===== config.mk =====
export PLATFORM = sky130hd
export DESIGN_NAME = qcrb_top
export DESIGN_NICKNAME = d
export VERILOG_FILES = /design/src/shared/qcrb_pkg.sv /design/src/rtl/qcrb_top.sv
export VERILOG_INCLUDE_DIRS = /design/src /design/src/shared
export SDC_FILE = /design/constraint.sdc
export NUM_CORES = 1
export LEC_CHECK = 0
export ABC_CLOCK_PERIOD_IN_PS = 1400
export BUFFER_PORTS_ARGS = -buffer_cell sky130_fd_sc_hd__buf_2
export CAP_MARGIN = 30
export CORE_MARGIN = 1.5
export CORE_UTILIZATION = 30
export CTS_BUF_LIST = sky130_fd_sc_hd__clkbuf_16
export CTS_CLUSTER_SIZE = 12
export DETAILED_ROUTE_END_ITERATION = 6
export GPL_TIMING_DRIVEN = 1
export SYNTH_ARGS = -nofsm -noshare
export SYNTH_HDL_FRONTEND = slang
export SYNTH_SLANG_ARGS = --single-unit
export TNS_END_PERCENT = 20

===== constraint.sdc =====
create_clock -name clk_sys_in -period 1.4 [get_ports clk_sys_in]
set_clock_uncertainty 0.2 [all_clocks]
set_input_delay 0.07 -clock clk_sys_in [delete_from_list [all_inputs] [get_ports clk_sys_in]]
set_output_delay 0.07 -clock clk_sys_in [all_outputs]
set_load 0.05 [all_outputs]

===== src/shared/qcrb_defs.svh =====
// Constants shared by the quad retiming buffer.
`ifndef QCRB_DEFS_SVH
`define QCRB_DEFS_SVH
`define QCRB_CHANNELS 4
`define QCRB_SYNC_STAGES 3
`define QCRB_FLOP_RESET 4'h0
`endif


===== src/shared/qcrb_pkg.sv =====
// Types shared by the quad retiming buffer.
package qcrb_pkg;
   // One differential pair: true and complement sides.
   typedef struct packed {
      logic p;
      logic n;
   } qcrb_diff_t;
   // Operating state of the buffer.
   typedef enum logic [2:0] {
      QCRB_OFF  = 3'b001,
      QCRB_PASS = 3'b010,
      QCRB_SYNC = 3'b100
   } qcrb_mode_t;
endpackage


===== src/rtl/qcrb_top.sv =====
// Quad channel retiming buffer with pass-through and clocked modes.
`timescale 1ns/1ns
`include "qcrb_defs.svh"
module qcrb_top
   import qcrb_pkg::*;
#(
   parameter int CHANNELS = `QCRB_CHANNELS
) (
   input wire logic clk_sys_in,
   input wire logic resetn_in,
   input wire qcrb_diff_t enable_in,
   input wire qcrb_diff_t select_in,
   input wire qcrb_diff_t link_clk_in,
   input wire qcrb_diff_t [CHANNELS-1:0] data_in,
   output qcrb_diff_t [CHANNELS-1:0] data_out
);
   localparam int STG = `QCRB_SYNC_STAGES;

   // Differential inputs reduce to a level: true high and complement low.
   wire enable_raw = enable_in.p & ~enable_in.n;
   wire select_raw = select_in.p & ~select_in.n;
   wire clk_raw = link_clk_in.p & ~link_clk_in.n;
   wire [CHANNELS-1:0] data_raw;

   // Every pin passes three flops; a change counts once stages 2 and 3
   // agree, so the first stage is read only by the second.
   logic [STG-1:0] en_sh_q;
   logic [STG-1:0] sel_sh_q;
   logic [STG-1:0] clk_sh_q;
   logic [CHANNELS-1:0][STG-1:0] dat_sh_q;
   logic en_q;
   logic sel_q;
   logic clk_q;
   logic [CHANNELS-1:0] dat_q;
   logic [CHANNELS-1:0] cap_q;
   logic [CHANNELS-1:0] out_q;
   logic clk_prev_q;

   always_ff @(posedge clk_sys_in) begin
      if (!resetn_in) begin
         en_sh_q <= '0;
         sel_sh_q <= '0;
         clk_sh_q <= '0;
         en_q <= 1'b0;
         sel_q <= 1'b0;
         clk_q <= 1'b0;
      end else begin
         en_sh_q <= {en_sh_q[STG-2:0], enable_raw};
         sel_sh_q <= {sel_sh_q[STG-2:0], select_raw};
         clk_sh_q <= {clk_sh_q[STG-2:0], clk_raw};
         if (en_sh_q[1] == en_sh_q[2]) en_q <= en_sh_q[2];
         if (sel_sh_q[1] == sel_sh_q[2]) sel_q <= sel_sh_q[2];
         if (clk_sh_q[1] == clk_sh_q[2]) clk_q <= clk_sh_q[2];
      end
   end

   // Per channel input conversion and synchroniser.
   genvar g;
   generate
      for (g = 0; g < CHANNELS; g++) begin : g_ch
         assign data_raw[g] = data_in[g].p & ~data_in[g].n;
         always_ff @(posedge clk_sys_in) begin
            if (!resetn_in) begin
               dat_sh_q[g] <= '0;
               dat_q[g] <= 1'b0;
            end else begin
               dat_sh_q[g] <= {dat_sh_q[g][STG-2:0], data_raw[g]};
               if (dat_sh_q[g][1] == dat_sh_q[g][2]) begin
                  dat_q[g] <= dat_sh_q[g][2];
               end
            end
         end
         // Output pair is always complementary, never both high.
         assign data_out[g] = '{p: out_q[g], n: ~out_q[g]};
      end
   endgenerate

   // Mode decode; enable low overrides everything.
   qcrb_mode_t mode;
   assign mode = !en_q ? QCRB_OFF : (sel_q ? QCRB_PASS : QCRB_SYNC);
   wire clk_rise = clk_q & ~clk_prev_q;

   // Clock edge history tracks the level at all times, so a rise that
   // happened during disable is not seen as a new edge on re-enable.
   always_ff @(posedge clk_sys_in) begin
      if (!resetn_in) begin
         clk_prev_q <= 1'b0;
      end else begin
         clk_prev_q <= clk_q;
      end
   end

   // Capture flops and output register.
   logic [CHANNELS-1:0] cap_d;
   logic [CHANNELS-1:0] out_d;
   always_comb begin
      cap_d = cap_q;
      out_d = out_q;
      case (mode)
         QCRB_OFF: begin
            out_d = '0;
         end
         QCRB_PASS: begin
            out_d = dat_q;
         end
         QCRB_SYNC: begin
            if (clk_rise) cap_d = dat_q;
            out_d = cap_d;
         end
         default: begin
            out_d = '0;
         end
      endcase
   end

   // Reset gives a defined start; the device itself has no reset pin.
   always_ff @(posedge clk_sys_in) begin
      if (!resetn_in) begin
         cap_q <= CHANNELS'(`QCRB_FLOP_RESET);
         out_q <= CHANNELS'(`QCRB_FLOP_RESET);
      end else begin
         cap_q <= cap_d;
         out_q <= out_d;
      end
   end
endmodule


==> impl_metrics.csv, run 1 <==
group,metric,value,unit
outcome,status,"complete, no violations",
synthesis,synth-xor-area-share,0,%
clocking,clk_path_buf_depth,2,
routing,drt_iter0_drc,27,
floorplanning,fp.dieW,66.90,um
sta,fin_tns_setup,0,ns
floorplanning,initial_utilization,30.84,%
power,power_density,1388,mW/mm^2
layout,diodes,0,
floorplanning,ios,24,
sta,worst_slew_pin_slew,0.2653,ns
layout,nets,175,
layout,layout_commonest_cell,"dfxtp_1",
routing,drc,0,
power,power,0.002355,W
synthesis,synth_top_family_by_area,"simple AND/OR/NAND/NOR gates",
clocking,cts_resized,0,
synthesis,syn-instance-count,118,
global_route,grt_max_degree,16,
sta,max_slew_margin,82.29,%
clocking,clock-sinks,37,
floorplanning,dieHeight,66.90,um
layout,layout-drive-gt1-share,20.13,%
synthesis,synth_seq_area_share,60.47,%
global_route,gr-total-overflow,0,
layout,nFillCells,366,
clocking,h-tree-depth,2,
layout,design_area,0.001697,mm^2
place,dp_cells,187,
clocking,cts_made_buffers,5,
layout,syn_to_final_growth,38.51,%
floorplanning,die_area,0.004476,mm^2
sta,fmax,786.9,MHz
global_route,antenna_found_initial,0,
clocking,cts_setup_buffers,0,
sta,final_hold_viol_count,0,
layout,fin_cells,209,
routing,dr_total_vias,899,
power,power.leakage,0.6877,nW
floorplanning,fp.coreArea,0.003971,mm^2
synthesis,synth_fp_nets,134,
synthesis,synth_cell_types,16,
sta,rsz0062_at_grt,"false",
routing,drtAntennaViolNets,0,
synthesis,synth_compound_area_share,12.87,%
synthesis,synthAdderAreaFrac,0,%
clocking,cts_root_buffer,"clkbuf_16",
clocking,clk_pin_slew,0.05,ns
clocking,clk_latency,0.27,ns
sta,fin_crit_sh,90.77,%
synthesis,synth_mux_area_share,0,%
routing,firstDrtPassIters,4,
synthesis,syn_avg_cell_area,10.38,um^2
setup_path,critPathLaunchType,"flop",
place,gp_congestion,0.8453,
global_route,grtUsageTotal,10.13,%
place,placed_cell_area,0.001386,mm^2
setup_path,cp-end-kind,"flop",
job,maxCapViolCount,0,
power,peakVddDrop,0.6345,mV
layout,final_cell_mix,"37 x dfxtp_1, 23 x buf_2, 16 x and2_1",
place,detailed_place_hpwl,1278,um
setup_path,critPathArrivalTime,1.22,ns
routing,wl_per_cell,9.392,um
hold_path,hp-class,"flop to flop",
global_route,grt_pass1_vias,796,
setup_path,required,1.35,ns
global_route,grt_pass1_wl,3236,um
synthesis,ys_warn_count,0,
sta,finalSetupViolCount,0,
synthesis,synth_simple_gate_area_share,22.88,%
clocking,cts_tree,"yes",
sta,fin_hold_ws,0.2303,ns
place,portBuffers,23,
synthesis,syn_area,0.001225,mm^2
setup_path,worstSetupPathType,"flop to flop",
setup_path,path_max_fanout,11,
sta,fin_crit,1.271,ns
routing,routed_via_density,4.301,
sta,maxSlewViolCount,0,
routing,drt_wl_total,1963,um
floorplanning,row_count,23,
synthesis,ys_ff_latch,37,
==> layout make-up <==
| type | instances | area, um^2 | area share [%] |
|---|---|---|---|
| Sequential cell | 37 | 740.7 | 43.66 |
| Multi-Input combinational cell | 71 | 437.9 | 25.81 |
| Timing Repair Buffer | 40 | 280.3 | 16.52 |
| Clock buffer | 5 | 125.1 | 7.375 |
| Tap cell | 50 | 62.56 | 3.687 |
| Clock inverter | 2 | 35.03 | 2.065 |
| Inverter | 4 | 15.01 | 0.8850 |
==> state kept, by name, summed over array words and instances (netlist names) <==
| name | count |
|---|---|
| out_q | 4 |
| en_q | 1 |
| clk_prev_q | 1 |
| dat_q | 4 |
| clk_sh_q | 3 |
| dat_sh_q | 12 |
| clk_q | 1 |
| sel_q | 1 |
| sel_sh_q | 3 |
| cap_q | 4 |
| en_sh_q | 3 |
==> cell families (layout without fill, tap and decap cells) <==
logic type      Yosys count  count (layout)
compound gates           26              26
flops                    37              37
simple gates             45              45
buf+inv                  10              51
==> final timing paths <==
check | from | end | slack (ns) | depth (start not counted)
setup / recovery | sel_q | cap_q[0] | 0.13 | 3
hold / removal | dat_sh_q[0] | dat_sh_q[1] | 0.23 | 1
hold reg to reg | dat_sh_q[0] | dat_sh_q[1] | 0.23 | 1
setup reg to reg | sel_q | cap_q[0] | 0.13 | 3
==> cells in the mapped netlist <==
cell,count,area [um^2]
and2b_1,1,7.510
and3b_1,7,61.31
buf_2,1,5.000
nand3_1,4,20.02
nand2_1,11,41.29
and2_1,16,100.1
clkbuf_1,3,11.26
inv_1,4,15.01
o21ai_0,13,65.06
buf_4,2,15.01
a21boi_0,11,82.58
and4bb_1,1,12.51
dfxtp_1,37,740.7
nand3b_1,4,30.03
or2b_1,1,7.510
o21ai_1,2,10.01
==> power by group <==
group	switching (W)	total, W	leakage (nW)	internal, W
sequential	0.00000555	0.00108	0.300	0.00107
combinational	0.0000250	0.0000827	0.308	0.0000577
clock	0.000371	0.00120	0.0797	0.000824
total	0.000401	0.00235	0.688	0.00195
==> metrics by stage <==
step	setup WS, ns	util (%)
after floorplan	0.1736	-
after global placement	0.2088	34.91
after detailed placement	0.1540	34.91
after CTS	0.1392	42.72
after global routing	0.01690	42.72
final	0.1292	42.72
==> what timing repair did <==
action                     CTS  global route
setup endpoints to repair    0             0
hold endpoints to repair    16             0
hold buffers                15             0
==> per-layer routing <==
metal / up-vias / track usage (%) / routed length [um]
li1: 468 / - / -
met1: 391 / 10.96 / 911
met2: 36 / 16.13 / 907
met3: 4 / 4.561 / 107
met4: 0 / 6.122 / 37
met5: - / 0 / 0
==> worst max-delay path, stage by stage, from the launching register on <==
cell and delay, ns:
dfxtp_1 0.46, and4bb_1 0.30, nand3_1 0.10, o21ai_0 0.08
Power figures use the tool's default switching activity.
==> run 2, diff against run 1 <==
--- a/config.mk
+++ b/config.mk
@@ -6,7 +6,7 @@
 export SDC_FILE = /design/constraint.sdc
 export NUM_CORES = 1
 export LEC_CHECK = 0
-export ABC_CLOCK_PERIOD_IN_PS = 1400
+export ABC_CLOCK_PERIOD_IN_PS = 1100
 export BUFFER_PORTS_ARGS = -buffer_cell sky130_fd_sc_hd__buf_2
 export CAP_MARGIN = 30
 export CORE_MARGIN = 1.5
==> constraint.sdc (replaced) <==
create_clock -name clk_sys_in -period 1.1 [get_ports clk_sys_in]
set_clock_uncertainty 0.2 [all_clocks]
set_input_delay 0.055 -clock clk_sys_in [delete_from_list [all_inputs] [get_ports clk_sys_in]]
set_output_delay 0.055 -clock clk_sys_in [all_outputs]
set_load 0.05 [all_outputs]
==> impl_metrics.csv, run 2 (synthesized netlist as in run 1, its figures left out) <==
group,metric,value,unit
outcome,status,"finished, violations left",
outcome,violations,"setup timing",
power,peakVddDrop,0.8214,mV
setup_path,cp_top_family,"simple AND/OR/NAND/NOR gates",
routing,routed_via_density,4.346,
sta,fin_hold_ws,0.03148,ns
floorplanning,ios,24,
clocking,cts_tree,"yes",
sta,fin_crit_sh,104.2,%
setup_path,crit_slowest_cell,"and4bb_4",
setup_path,cp.buffers_inverters,0,
sta,worst_slew_pin_slew,0.1639,ns
sta,maxSlewViolCount,0,
layout,diodes,0,
job,maxCapViolCount,0,
sta,max_slew_margin,89.06,%
layout,final_core_utilization,44.30,%
clocking,clk_pin_slew,0.05,ns
layout,layout_commonest_cell,"dfxtp_1",
setup_path,path_max_fanout,8,
setup_path,required,1.10,ns
setup_path,critPathLaunchType,"flop",
layout,layout-drive-gt1-share,25.47,%
layout,fin_cells,211,
global_route,gr-total-overflow,0,
clocking,clock-sinks,37,
setup_path,crit_chain,"and4bb_4 -> nand3_2 -> o21ai_1",
layout,final_cell_mix,"34 x dfxtp_1, 16 x and2_1, 15 x dlygate4sd3_1, 15 x buf_2, 11 x nand2_1",
sta,fmax,872.3,MHz
routing,drc,0,
clocking,cts_root_buffer,"clkbuf_16",
clocking,clk_latency,0.27,ns
layout,syn_to_final_growth,43.62,%
routing,drt_iter0_drc,6,
power,power.leakage,0.7045,nW
routing,drtAntennaViolNets,0,
setup_path,slowest_delay,0.40,ns
power,power,0.002749,W
setup_path,cp.depth,3,
clocking,cts_made_buffers,5,
floorplanning,die_area,0.004476,mm^2
sta,fin_ws,-0.04636,ns
floorplanning,row_count,23,
place,detailed_place_hpwl,1274,um
place,portBuffers,23,
sta,final_hold_viol_count,0,
power,power_density,1563,mW/mm^2
setup_path,cp-end-kind,"flop",
routing,drt_wl_total,2031,um
floorplanning,dieHeight,66.90,um
place,gp_congestion,0.7689,
routing,dr_total_vias,917,
routing,firstDrtPassIters,2,
setup_path,ff2ff_path_depth,3,
sta,finalSetupViolCount,5,
layout,regMostFlops,"dat_sh_q",
clocking,h-tree-depth,2,
clocking,cts_setup_buffers,0,
setup_path,critPathArrivalTime,1.15,ns
place,dp_cells,189,
clocking,clk_path_buf_depth,2,
layout,nets,177,
layout,nFillCells,374,
global_route,grt_max_degree,25,
floorplanning,fp.coreArea,0.003971,mm^2
hold_path,hold_depth,3,
routing,wl_per_cell,9.626,um
sta,fin_crit,1.146,ns
global_route,grt_pass1_wl,3381,um
layout,largest_register_ffs,12,
setup_path,worstSetupPathType,"flop to flop",
floorplanning,initial_utilization,30.84,%
global_route,grt_pass1_vias,791,
sta,rsz0062_at_grt,"true",
global_route,antenna_found_initial,0,
floorplanning,fp.dieW,66.90,um
hold_path,hp-class,"input pin to flop",
global_route,grtUsageTotal,10.94,%
## run 2: changes by cell type in the layout (fill, tap and decap cells not counted), moves of 6 or more
cell,before,now
o21ai_0,13,7
buf_4,2,8
o21ai_1,2,8
buf_2,23,15
## run 2: metal layers
metal / global-route usage [%] / routed length, um
met3: 6.081 / 111
met2: 15.50 / 927
met4: 8.418 / 58
met5: 0 / 0
met1: 11.99 / 934
## run 2: cell type report
class | instances | area (um^2) | share of cell area, %
clock inverters | 2 | 7.507 | 0.4267
well taps | 50 | 62.56 | 3.556
inverters | 4 | 18.77 | 1.067
flip-flops and latches | 37 | 744.5 | 42.32
clock buffers | 5 | 125.1 | 7.112
repair buffers | 42 | 339.1 | 19.27
multi-input cells | 71 | 461.7 | 26.24
## run 2: worst register-to-register path, stage by stage, from the launching register on
cell and delay, ns:
dfxtp_2 0.31, and4bb_4 0.40, nand3_2 0.08, o21ai_1 0.08
## run 2: metrics by stage
step | worst slack, ns | cell area, um^2 | TNS, ns
finish | -0.04636 | 1759 | -0.1300
global route | -0.08554 | 1759 | -0.4345
CTS | -0.02841 | 1735 | -0.08528
detailed placement | -0.06938 | 1419 | -0.3203
global placement | -0.01827 | 1419 | -0.06376
floorplan | -0.1114 | 1230 | -0.3341
## run 2: where the power goes
group	total (W)	leakage, nW	internal, W	switching, W
combinational	0.000113	0.335	0.0000785	0.0000341
sequential	0.00137	0.301	0.00136	0.00000693
clock	0.00126	0.0685	0.000807	0.000458
total	0.00275	0.705	0.00225	0.000499
## run 2: final timing paths
path	from	endpoint	slack (ns)
max	clk_prev_q	cap_q[1]	-0.05
min	resetn_in	clk_prev_q	0.03
max reg2reg	clk_prev_q	cap_q[1]	-0.05
min reg2reg	dat_sh_q[3]	dat_sh_q[4]	0.23
## run 2: what timing repair did
item | CTS | global route
endpoints found under the setup margin | 16 | 11
endpoints found under the hold margin | 9 | 0
hold buffers | 15 | 0
gates resized for setup | 15 | 14
pin swaps | 4 | 8
